--- src/verilog/clr_map.vh ---
// Operation
// - Wait-on-supply 0 with valid charging input above undervoltage forces ON, no WAIT.
// - Wait-on-supply 1 with a source present enables WAIT, converters stay off.
// - Charger-reset bit clears all charger timers and restarts charge algorithm.
// - Timer-enable selects taper comparator or taper timer onto status bit 3.
// - Charge-current field scales full, 75, 50 or 25 percent of maximum.
// - USB limit bit picks 100 mA or 500 mA; ignored without USB permit.
// - USB-permit bit 0 blocks charging from USB input.
// - Charge-enable 0 blocks charging; with both inputs valid, adapter wins.
// - First indicator on-time counts 10 ms steps, minimum 10 ms.
// - First indicator period counts 100 ms steps, minimum 100 ms.
// - Power-good control: charger, blink, off, always on.
// - Second indicator control: off, blink, off, always on.
// - Second indicator on-time counts 10 ms steps, minimum 10 ms.
// - Second indicator period counts 100 ms steps, minimum 100 ms.
// - Forced-PWM bit keeps both converters out of pulse frequency mode.
// - Undervoltage field selects 2.5, 2.75, 3.0 or 3.25 V.
// - Pin high and enable set: supply-select picks WAIT or LOW POWER.
// - Low-power-enable bit gates the sleep request pin function.
// - Discharge bit discharges main output whenever that converter is disabled.
// - Main voltage field selects 2.5 to 3.3 V; low bit from strap.
// - Charger configuration at 07h resets to 1Bh.
`ifndef CLR_MAP_VH
`define CLR_MAP_VH
`define CLR_DEV_ADDR 7'h48
`define CLR_ADDR_CHGCFG 8'h07
`define CLR_ADDR_IND1_ON 8'h08
`define CLR_ADDR_IND1_PER 8'h09
`define CLR_ADDR_IND2_ON 8'h0a
`define CLR_ADDR_IND2_PER 8'h0b
`define CLR_ADDR_MAIN 8'h0c
`define CLR_RST_CHGCFG 8'h1b
`define CLR_RST_IND 8'h00
`define CLR_RST_MAIN 8'h32
`define CLR_CFG_WAIT 7
`define CLR_CFG_CHRST 6
`define CLR_CFG_TIMER 5
`define CLR_CFG_CUR_HI 4
`define CLR_CFG_CUR_LO 3
`define CLR_CFG_USB500 2
`define CLR_CFG_USBOK 1
`define CLR_CFG_CHGEN 0
`define CLR_CTL_BIT 7
`define CLR_MAIN_FIXFREQ 7
`define CLR_MAIN_UV_HI 6
`define CLR_MAIN_UV_LO 5
`define CLR_MAIN_SUPSEL 4
`define CLR_MAIN_LPEN 3
`define CLR_MAIN_DISCH 2
`define CLR_MAIN_V_HI 1
`define CLR_MAIN_V_LO 0
`define CLR_MODE_CHG 2'b00
`define CLR_MODE_BLINK 2'b01
`define CLR_MODE_ON 2'b11
`define CLR_CLK_PERIOD_NS 8
`define CLR_ON_STEP_MS 10
`define CLR_STEP_CYCLES ((`CLR_ON_STEP_MS * 1000000) / `CLR_CLK_PERIOD_NS)
`define CLR_PER_STEPS 10
`endif

--- src/verilog/clr_blinker.v ---
`timescale 1ns/1ps
`include "clr_map.vh"
module clr_blinker (
  clk,
  reset_n,
  ce,
  run,
  tick,
  on_field,
  per_field,
  conduct
);
  input wire clk;
  input wire reset_n;
  input wire ce;
  input wire run;
  input wire tick;
  input wire [6:0] on_field;
  input wire [6:0] per_field;
  output wire conduct;

  reg [10:0] phase_q;
  wire [10:0] on_ticks;
  wire [10:0] per_ticks;

  // Code zero still gives one step, the shortest time
  assign on_ticks = {4'h0, on_field} + 11'h001;
  assign per_ticks = ({4'h0, per_field} + 11'h001) * 11'd`CLR_PER_STEPS;
  assign conduct = run && (phase_q < on_ticks);

  always @(posedge clk) begin
    if (!reset_n) begin
      phase_q <= 11'h000;
    end else if (ce) begin
      if (!run) begin
        phase_q <= 11'h000;
      end else if (tick) begin
        if (phase_q >= per_ticks - 11'h001) begin
          phase_q <= 11'h000;
        end else begin
          phase_q <= phase_q + 11'h001;
        end
      end
    end
  end
endmodule

--- src/verilog/clr_regs.v ---
`timescale 1ns/1ps
`include "clr_map.vh"
module clr_regs #(
  parameter STEP_CYCLES = `CLR_STEP_CYCLES
) (
  clk,
  reset_n,
  ce,
  scl_in,
  sda_in,
  sda_out,
  sda_oe,
  adapter_valid,
  usb_valid,
  supply_above_undervoltage_lockout,
  taper_comparator,
  taper_timer_state,
  charger_indicator_req,
  sleep_request_pin,
  rail_a_default_strap,
  force_on,
  wait_enable,
  charger_timer_clear,
  fast_taper_timer_en,
  charger_status_bit3,
  current_scale,
  usb_current_500,
  charge_from_adapter,
  charge_from_usb,
  power_good_indicator_out,
  second_indicator_out,
  forced_fixed_freq,
  undervoltage_lockout,
  lowpower_mode,
  wait_mode_pin,
  main_discharge,
  peripheral_rail_sel
);
  input wire clk;
  input wire reset_n;
  input wire ce;
  input wire scl_in;
  input wire sda_in;
  output reg sda_out;
  output reg sda_oe;
  input wire adapter_valid;
  input wire usb_valid;
  input wire supply_above_undervoltage_lockout;
  input wire taper_comparator;
  input wire taper_timer_state;
  input wire charger_indicator_req;
  input wire sleep_request_pin;
  input wire rail_a_default_strap;
  output reg force_on;
  output reg wait_enable;
  output reg charger_timer_clear;
  output reg fast_taper_timer_en;
  output reg charger_status_bit3;
  output reg [1:0] current_scale;
  output reg usb_current_500;
  output reg charge_from_adapter;
  output reg charge_from_usb;
  output reg power_good_indicator_out;
  output reg second_indicator_out;
  output reg forced_fixed_freq;
  output reg [1:0] undervoltage_lockout;
  output reg lowpower_mode;
  output reg wait_mode_pin;
  output reg main_discharge;
  output reg [1:0] peripheral_rail_sel;

  localparam ST_IDLE = 3'd0;
  localparam ST_ADDR = 3'd1;
  localparam ST_PTR = 3'd2;
  localparam ST_WDATA = 3'd3;
  localparam ST_ACK = 3'd4;
  localparam ST_RDATA = 3'd5;
  localparam ST_RACK = 3'd6;

  reg [7:0] chgcfg_q;
  reg [7:0] ind_on_q [0:1];
  reg [7:0] ind_per_q [0:1];
  reg [7:0] main_q;
  reg strap_done_q;
  reg scl_q;
  reg sda_q;
  reg [2:0] state_q;
  reg [2:0] after_ack_q;
  reg [3:0] cnt_q;
  reg [7:0] shreg_q;
  reg [7:0] ptr_q;
  reg nack_q;
  reg [22:0] pre_q;
  reg tick_q;
  reg [7:0] rdata;
  reg [1:0] run;
  wire [1:0] conduct;
  wire start_c;
  wire stop_c;
  wire scl_rise;
  wire scl_fall;
  wire wr_en;

  // Bus lines are taken as synchronous; previous sample gives the edges
  assign start_c = scl_in && scl_q && sda_q && !sda_in;
  assign stop_c = scl_in && scl_q && !sda_q && sda_in;
  assign scl_rise = scl_in && !scl_q;
  assign scl_fall = !scl_in && scl_q;
  assign wr_en = (state_q == ST_WDATA) && scl_fall && (cnt_q == 4'd8);

  always @* begin
    case (ptr_q)
      `CLR_ADDR_CHGCFG: rdata = chgcfg_q;
      `CLR_ADDR_IND1_ON: rdata = ind_on_q[0];
      `CLR_ADDR_IND1_PER: rdata = ind_per_q[0];
      `CLR_ADDR_IND2_ON: rdata = ind_on_q[1];
      `CLR_ADDR_IND2_PER: rdata = ind_per_q[1];
      `CLR_ADDR_MAIN: rdata = main_q;
      default: rdata = 8'h00;
    endcase
  end

  // Serial slave: address, pointer, then data with pointer increment
  always @(posedge clk) begin
    if (!reset_n) begin
      scl_q <= 1'b1;
      sda_q <= 1'b1;
      state_q <= ST_IDLE;
      after_ack_q <= ST_IDLE;
      cnt_q <= 4'h0;
      shreg_q <= 8'h00;
      ptr_q <= 8'h00;
      nack_q <= 1'b0;
      sda_oe <= 1'b0;
      sda_out <= 1'b0;
    end else if (ce) begin
      scl_q <= scl_in;
      sda_q <= sda_in;
      sda_out <= 1'b0;
      if (start_c) begin
        state_q <= ST_ADDR;
        cnt_q <= 4'h0;
        sda_oe <= 1'b0;
      end else if (stop_c) begin
        state_q <= ST_IDLE;
        sda_oe <= 1'b0;
      end else begin
        case (state_q)
          ST_ADDR, ST_PTR, ST_WDATA: begin
            if (scl_rise && cnt_q < 4'd8) begin
              shreg_q <= {shreg_q[6:0], sda_in};
              cnt_q <= cnt_q + 4'h1;
            end else if (scl_fall && cnt_q == 4'd8) begin
              cnt_q <= 4'h0;
              if (state_q == ST_ADDR) begin
                if (shreg_q[7:1] == `CLR_DEV_ADDR) begin
                  sda_oe <= 1'b1;
                  state_q <= ST_ACK;
                  after_ack_q <= shreg_q[0] ? ST_RDATA : ST_PTR;
                end else begin
                  state_q <= ST_IDLE;
                end
              end else begin
                sda_oe <= 1'b1;
                state_q <= ST_ACK;
                after_ack_q <= ST_WDATA;
                if (state_q == ST_PTR) begin
                  ptr_q <= shreg_q;
                end else begin
                  ptr_q <= ptr_q + 8'h01;
                end
              end
            end
          end
          ST_ACK: begin
            if (scl_fall) begin
              cnt_q <= 4'h0;
              state_q <= after_ack_q;
              if (after_ack_q == ST_RDATA) begin
                shreg_q <= rdata;
                sda_oe <= ~rdata[7];
              end else begin
                sda_oe <= 1'b0;
              end
            end
          end
          ST_RDATA: begin
            if (scl_fall) begin
              if (cnt_q == 4'd7) begin
                sda_oe <= 1'b0;
                state_q <= ST_RACK;
                ptr_q <= ptr_q + 8'h01;
              end else begin
                cnt_q <= cnt_q + 4'h1;
                shreg_q <= {shreg_q[6:0], 1'b0};
                sda_oe <= ~shreg_q[6];
              end
            end
          end
          ST_RACK: begin
            if (scl_rise) begin
              nack_q <= sda_in;
            end else if (scl_fall) begin
              cnt_q <= 4'h0;
              if (nack_q) begin
                state_q <= ST_IDLE;
              end else begin
                state_q <= ST_RDATA;
                shreg_q <= rdata;
                sda_oe <= ~rdata[7];
              end
            end
          end
          default: begin
            state_q <= ST_IDLE;
            sda_oe <= 1'b0;
          end
        endcase
      end
    end
  end

  // Register storage; unmapped writes are dropped
  always @(posedge clk) begin
    if (!reset_n) begin
      chgcfg_q <= `CLR_RST_CHGCFG;
      ind_on_q[0] <= `CLR_RST_IND;
      ind_per_q[0] <= `CLR_RST_IND;
      ind_on_q[1] <= `CLR_RST_IND;
      ind_per_q[1] <= `CLR_RST_IND;
      main_q <= `CLR_RST_MAIN;
      strap_done_q <= 1'b0;
    end else if (ce) begin
      // Strap caught once after release, so a later host write wins
      if (!strap_done_q) begin
        main_q[`CLR_MAIN_V_LO] <= rail_a_default_strap;
        strap_done_q <= 1'b1;
      end
      if (wr_en) begin
        case (ptr_q)
          `CLR_ADDR_CHGCFG: chgcfg_q <= shreg_q;
          `CLR_ADDR_IND1_ON: ind_on_q[0] <= shreg_q;
          `CLR_ADDR_IND1_PER: ind_per_q[0] <= shreg_q;
          `CLR_ADDR_IND2_ON: ind_on_q[1] <= shreg_q;
          `CLR_ADDR_IND2_PER: ind_per_q[1] <= shreg_q;
          `CLR_ADDR_MAIN: main_q <= shreg_q;
          default: chgcfg_q <= chgcfg_q;
        endcase
      end
    end
  end

  // Shared 10 ms step; blinker periods count ten of these
  always @(posedge clk) begin
    if (!reset_n) begin
      pre_q <= 23'h000000;
      tick_q <= 1'b0;
    end else if (ce) begin
      if (pre_q >= STEP_CYCLES - 1) begin
        pre_q <= 23'h000000;
        tick_q <= 1'b1;
      end else begin
        pre_q <= pre_q + 23'h000001;
        tick_q <= 1'b0;
      end
    end
  end

  always @* begin
    run[0] = {ind_on_q[0][`CLR_CTL_BIT], ind_per_q[0][`CLR_CTL_BIT]} == `CLR_MODE_BLINK;
    run[1] = {ind_on_q[1][`CLR_CTL_BIT], ind_per_q[1][`CLR_CTL_BIT]} == `CLR_MODE_BLINK;
  end

  genvar gi;
  generate
    for (gi = 0; gi < 2; gi = gi + 1) begin : g_ind
      clr_blinker u_blink (
        .clk(clk),
        .reset_n(reset_n),
        .ce(ce),
        .run(run[gi]),
        .tick(tick_q),
        .on_field(ind_on_q[gi][6:0]),
        .per_field(ind_per_q[gi][6:0]),
        .conduct(conduct[gi])
      );
    end
  endgenerate

  // Registered decode of every control output
  always @(posedge clk) begin
    if (!reset_n) begin
      force_on <= 1'b0;
      wait_enable <= 1'b0;
      charger_timer_clear <= 1'b0;
      fast_taper_timer_en <= 1'b0;
      charger_status_bit3 <= 1'b0;
      current_scale <= 2'b00;
      usb_current_500 <= 1'b0;
      charge_from_adapter <= 1'b0;
      charge_from_usb <= 1'b0;
      power_good_indicator_out <= 1'b0;
      second_indicator_out <= 1'b0;
      forced_fixed_freq <= 1'b0;
      undervoltage_lockout <= 2'b00;
      lowpower_mode <= 1'b0;
      wait_mode_pin <= 1'b0;
      main_discharge <= 1'b0;
      peripheral_rail_sel <= 2'b00;
    end else if (ce) begin
      force_on <= !chgcfg_q[`CLR_CFG_WAIT] && (adapter_valid || usb_valid) && supply_above_undervoltage_lockout;
      wait_enable <= chgcfg_q[`CLR_CFG_WAIT] && (adapter_valid || usb_valid);
      // Level, not pulse: timers held clear until host writes 0 again
      charger_timer_clear <= chgcfg_q[`CLR_CFG_CHRST];
      fast_taper_timer_en <= chgcfg_q[`CLR_CFG_TIMER];
      charger_status_bit3 <= chgcfg_q[`CLR_CFG_TIMER] ? taper_timer_state : taper_comparator;
      current_scale <= {chgcfg_q[`CLR_CFG_CUR_HI], chgcfg_q[`CLR_CFG_CUR_LO]};
      usb_current_500 <= chgcfg_q[`CLR_CFG_USB500] && chgcfg_q[`CLR_CFG_USBOK];
      charge_from_adapter <= chgcfg_q[`CLR_CFG_CHGEN] && adapter_valid;
      charge_from_usb <= chgcfg_q[`CLR_CFG_CHGEN] && chgcfg_q[`CLR_CFG_USBOK] && usb_valid && !adapter_valid;
      case ({ind_on_q[0][`CLR_CTL_BIT], ind_per_q[0][`CLR_CTL_BIT]})
        `CLR_MODE_CHG: power_good_indicator_out <= charger_indicator_req;
        `CLR_MODE_BLINK: power_good_indicator_out <= conduct[0];
        `CLR_MODE_ON: power_good_indicator_out <= 1'b1;
        default: power_good_indicator_out <= 1'b0;
      endcase
      case ({ind_on_q[1][`CLR_CTL_BIT], ind_per_q[1][`CLR_CTL_BIT]})
        `CLR_MODE_BLINK: second_indicator_out <= conduct[1];
        `CLR_MODE_ON: second_indicator_out <= 1'b1;
        default: second_indicator_out <= 1'b0;
      endcase
      forced_fixed_freq <= main_q[`CLR_MAIN_FIXFREQ];
      undervoltage_lockout <= {main_q[`CLR_MAIN_UV_HI], main_q[`CLR_MAIN_UV_LO]};
      lowpower_mode <= sleep_request_pin && main_q[`CLR_MAIN_LPEN] && main_q[`CLR_MAIN_SUPSEL];
      wait_mode_pin <= sleep_request_pin && main_q[`CLR_MAIN_LPEN] && !main_q[`CLR_MAIN_SUPSEL];
      // Main converter is off in either WAIT source
      main_discharge <= main_q[`CLR_MAIN_DISCH] && (wait_enable || wait_mode_pin);
      peripheral_rail_sel <= {main_q[`CLR_MAIN_V_HI], main_q[`CLR_MAIN_V_LO]};
    end
  end
endmodule

--- config.mk ---
export PLATFORM = sky130hd
export DESIGN_NAME = clr_regs
export DESIGN_NICKNAME = d
export VERILOG_FILES = /design/src/verilog/clr_blinker.v /design/src/verilog/clr_regs.v
export VERILOG_INCLUDE_DIRS = /design/src /design/src/verilog
export SDC_FILE = /design/constraint.sdc
export NUM_CORES = 1
export LEC_CHECK = 0
export BUFFER_PORTS_ARGS = -buffer_cell sky130_fd_sc_hd__buf_2
export CORE_MARGIN = 2
export CORE_UTILIZATION = 37
export DETAILED_ROUTE_END_ITERATION = 6
export PLACE_DENSITY = 0.55
export SLEW_MARGIN = 40
export SYNTH_ARGS = -nofsm -noshare
export SYNTH_HDL_FRONTEND = slang
export SYNTH_SLANG_ARGS = --single-unit
--- constraint.sdc ---
create_clock -name clk -period 7.3 [get_ports clk]
set_clock_uncertainty 0.15 [all_clocks]
set_input_delay 2.19 -clock clk [delete_from_list [all_inputs] [get_ports clk]]
set_output_delay 2.19 -clock clk [all_outputs]
set_load 0.01 [all_outputs]
== Word-level counts from Yosys, hierarchy flattened ==
Memories as Yosys holds them, arrays and structs flattened.
Cells that the tools add are included.
Word-level totals
  flip-flop bits (word level): 113
  input port bits: 13
  bits in writable memories: 32
  memories kept: 2
  output and inout bits: 22
  logic and storage cells: 258
Memories
  ind_on_q: words 2, bits a word 8, rd ports 2, clocked after memory_dff 0, write ports 2, line clr_regs.v:81  | reg [7:0] ind_on_q [0:1];
  ind_per_q: words 2, bits a word 8, rd ports 2, clocked after memory_dff 0, write ports 2, line clr_regs.v:82  | reg [7:0] ind_per_q [0:1];
Operators by class
  bitwise operators: 9
  $add $sub $neg: 11
  $lt $le $gt $ge: 6
  equality and inequality tests: 49
  mux-type cells: 95
  multiply operators: 2
  reduce and logical (&&, ||, !) cells: 50
Operators by type and width (count)
  8-bit two-way mux: 18
  11-bit two-way mux: 6
  8-bit case mux with 6 select lines: 1
  3-bit two-way mux: 15
  8-bit by 4-bit == test with 1-bit output, second input constant: 5
  1-bit two-way mux: 39
  4-bit != test, second input constant: 9
  7-bit by 1-bit adder with 8-bit output, second input constant: 4
  4-bit two-way mux: 8
  8-bit case mux with 4 select lines: 1
  2-bit != test, second input constant: 15
  1-bit logical AND: 25
  23-bit by 1-bit adder with 23-bit output, second input constant: 1
  23-bit by 21-bit >= comparator with 1-bit output, second input constant: 1
  23-bit two-way mux: 1
  11-bit by 1-bit adder with 11-bit output, second input constant: 2
  11-bit >= comparator: 2
  11-bit less-than comparator: 2
  11-bit by 3-bit multiplier with 10-bit output, second input constant: 2
  11-bit by 1-bit subtractor with 11-bit output, second input constant: 2
  9-bit AND reduction: 2
  4-bit case mux with 4 select lines: 1
  8-bit case mux with 2 select lines: 1
  7-bit AND reduction: 2
  other kinds (33): 57

== Logic depth before layout (Yosys ltp) ==
  depth after elaboration: 9
  depth in mapped cells: 19
  depth with buffers taken out: 18

== Hierarchy ==
A second synthesis with hierarchy kept.
Second synthesis, totals
  cells, all modules: 1041
  area total of the unflattened synthesis: 9305.2 µm²
By module, submodules not included
  clr_regs: cells an instance 665, seq. area each 2782.7 µm², instances 1, area each 6152.2 µm²
  clr_blinker: cells an instance 188, seq. area each 220.2 µm², instances 2, area each 1576.5 µm²

== Least setup slack after synthesis ==
No wires, ideal clock.
  kind: reg-to-reg
  from: memory ind_per_q[1][0] (netlist: ind_per_q[0][8])
  to: register g_ind[1].u_blink.phase_q[0]
  path buffers: 1
  setup time: 0.137 ns
  data required time: 7.013 ns
  period minus slack after synthesis: 4.201 ns
  arrival: 3.914 ns
  slack: 3.099 ns
  cell stages (with the launch flop): 18
  path through: edfxtp_1 -> ha_1 -> clkbuf_1 -> nand3_1 -> xnor2_1 -> ha_1 -> fa_1 -> a21o_1 -> a21oi_1 -> xnor2_1 -> nor4_1 -> nand2_1 -> xnor2_1 -> ha_1 -> o2111ai_1 -> o21a_1 -> o21ai_1 -> nor2_1
RTL lines
  from (decl): line clr_regs.v:82
  to (signal assigned): line clr_blinker.v:41  | phase_q <= phase_q + 11'h001;
  to (decl): line clr_blinker.v:22  | reg [10:0] phase_q;

==> results.md <==
* Port Buffer Count at 33
* H-tree levels at 4
* Resized Gates After CTS at 0
* N_diodes at 0
* Top FF cell, synth: dfxtp_1
* Post-synthesis register bit count at 145
* Antenna viol nets, final at 0
* Starting Density at 0.378
* Worst path arrival time at 4.85 ns
* RD Place Congestion at between 0.8 and 0.9
* Worst-path fanout max at 10
* Leakage power at ~3.9 nW
* Fraction of synthesized area in multiplexers at 0.0522
* Avg Vias per Cell at 5.32
* Cells after Synth at 989
* Non-Filler Instances at 1334
* Clock Tree Buf Depth at 2
* Status: complete, but fails checks
* Number of global-route vias before repair at 6617
* Final TNS setup at 0 ns
* Mapped cell area at 8860 sq um
* DR WL/cell at between 15 and 20 microns
* # IOs at 35
* Peak supply drop at 0.137 mV
* CP Launch Type: flop
* Post-Synth Simple-Gate Area at 0.228
* Fraction of layout cells with a size suffix above 1 at 0.0946
* Setup-failing EPs final at 0
* Required @ worst endpoint at 7.43 ns
* Pin count of the biggest net entering global routing at 36
* Core area at 23500 sq um
* Adder-cell share of the synthesized area at 0.106
* Max cap viols at 0
* TritonCTS buffer count at 17
* HP Class: reg2reg
* Combinational family with the most area after synthesis: simple AND/OR/NAND/NOR gates
* Root buffer cell: clkbuf_16
* PD cells at 199 nW/um^2
* Crit end category: flop
* Clock slew at reported path FFs at 0.06 ns
* Drt total wl at 21.4 mm
* CTS tree: done
* Clock sinks at 145
* Height of the die at 159 microns
* Most frequent cell after synthesis: nor2_1
* Total grt overflow at 0
* Critical path class: reg2reg
* Rows at 56
* Synthesized area per cell at 8.96 sq um
* Synth Area in Compound Gates at 0.142
* Number of flops mapped to enable cells by yosys at 32
* Min cycle time layout at 4.73 ns
* Final worst-path cycle share at 0.647
* Unique masters post-synth at 76
* DR pass1 iterations at 7
* Violated checks: DRC
* Top cell type's share of synthesized area at 0.255
* Antenna violations before repair at 0
* Die X at between 150 and 200 microns
* First-pass GRT wire length at 35.3 mm
* Xor/xnor cell area share of the yosys netlist at 0.0791
* Clock latency on the worst-skew pair at 0.42 ns
* Hold buffer count at CTS at 0
* Total Nets Final at around 1100
* Via count at 7099
* Slew Limit Fails at 0
* Die Area at 25200 sq um
* Residual DRC at 5
* Asr flop ratio synth at 0
* Largest cells by area after synthesis: dfxtp_1 (26%), edfxtp_1 (11%), ha_1 (10%)
* Worst-Margin Slew at 0.782 ns
* Placed insts at roughly 1300
* Headroom to the max-slew limit at 0.478
* Fmax at 212 MHz
* Synth Net Count at 1076
* Unrepaired setup endpoints after global routing: false
* Sequential area share after synthesis at 0.364
* Synth Warn # at 0
* Synth cell count leaders: nor2_1 (116), dfxtp_1 (113), nand2_1 (88)
* Iteration-0 DRC Markers at 392
* Setup bufs post-CTS at 0
* Final hold vios at 0
* Area leader, netlist: dfxtp_1
* Syn-to-layout area delta at 11.4%
* Total GRT Usage at 0.172
* Hpwl dp at 15.7 mm
report_power, final:
group | internal, mW | switching [mW] | leakage [nW]
clock network | 0.503 | 0.353 | 0.290
logic | 0.104 | 0.141 | 2.43
registers | 0.838 | 0.0278 | 1.22
total | 1.44 | 0.522 | 3.94
kinds of logic after synthesis:
group,Yosys count
DFF,145
other,1
xor gates and xnor gates,80
adders and majority gates,74
buffers and inverters,63
muxes,46
AOI/OAI and AO/OA,184
and+or+nand+nor,396
sequential cells by signal (all words and copies together), names as in the netlist, 3 cells and up:
register and count:
after_ack_q 3, chgcfg_q 8, cnt_q 4, g_ind.u_blink.phase_q 22, ind_on_q 16, ind_per_q 16
main_q 8, pre_q 23, ptr_q 8, shreg_q 8, state_q 3
metal layers:
metal / GRT usage / vias to the layer above / wire (microns) / part of all wire
met5: 0 / - / 0 / 0
met2: 0.279 / 109 / 9920 / 0.46
li1: - / 3621 / - / -
met1: 0.236 / 3353 / 10500 / 0.49
met4: 0.0492 / 0 / 280 / 0.013
met3: 0.0261 / 16 / 639 / 0.030
metrics by stage:
step	worst slack (ns)	hold WS, ns	instance area, sq um	utilization	power (mW)
4_1_cts	2.57	0.322	9870	0.420	1.98
2_1_floorplan	3.10	0.307	8860	-	1.07
3_3_place_gp	2.52	0.305	9270	0.395	1.12
5_1_grt	2.15	0.354	9870	0.421	2.06
6_report	2.57	0.317	9870	0.421	1.97
3_5_place_dp	2.47	0.310	9280	0.395	1.13
worst max-delay path, cell delays in order, from the launching register on:
cell	delay [ns]
edfxtp_1	0.46
ha_1	0.34
nand3_1	0.13
xnor2_1	0.21
ha_1	0.30
fa_1	0.47
a21o_1	0.18
a21oi_1	0.22
xnor2_1	0.14
nor4_1	0.40
nand2_1	0.12
xnor2_1	0.14
ha_1	0.30
o2111ai_1	0.10
o21a_1	0.24
o21ai_1	0.56
nor2_1	0.12
area by class of cell:
type,count,area (sq um)
Timing Repair Buffer,36,188
Multi-Input combinational cell,781,5400
Tap cell,319,399
Inverter,21,78.8
Fill cell,2305,13600
Clock inverter,13,123
Clock buffer,19,464
Sequential cell,145,3220
cells in the final DEF, fill, tap and decap left out, types with 4 or more instances in the layout:
| cell type | count |
|---|---|
| o21a_1 | 7 |
| nand2_1 | 88 |
| a31o_2 | 4 |
| o21bai_1 | 5 |
| clkinv_4 | 4 |
| a21o_1 | 10 |
| inv_6 | 4 |
| nand3_1 | 44 |
| mux2i_1 | 44 |
| o211ai_1 | 8 |
| a211oi_1 | 16 |
| a222oi_1 | 8 |
| nor3b_1 | 7 |
| or3_1 | 5 |
| a22oi_1 | 10 |
| o221ai_1 | 7 |
| o31ai_1 | 4 |
| and2_1 | 19 |
| ha_1 | 72 |
| a31oi_1 | 7 |
| buf_2 | 33 |
| nor2_2 | 6 |
| clkbuf_16 | 18 |
| and3_1 | 18 |
| a211o_1 | 5 |
| xor2_1 | 46 |
| a21oi_1 | 46 |
| nand2b_1 | 21 |
| inv_1 | 20 |
| nor2_1 | 116 |
| edfxtp_1 | 32 |
| o21ai_0 | 26 |
| dfxtp_1 | 112 |
| xnor2_1 | 34 |
| nor4_1 | 8 |
| and4_1 | 4 |
| nand4_1 | 16 |
| nor3_1 | 16 |
final timing paths:
path	slack [ns]	endpoint	start	cells after the start
worst max register to register	2.57	g_ind[1].u_blink.phase_q[7]	ind_per_q[0][8]	16
worst max-delay path	2.57	g_ind[1].u_blink.phase_q[7]	ind_per_q[0][8]	16
worst min register to register	0.32	force_on	force_on	2
worst min-delay path	0.32	force_on	force_on	2
(Power assumes the default switching activity.)
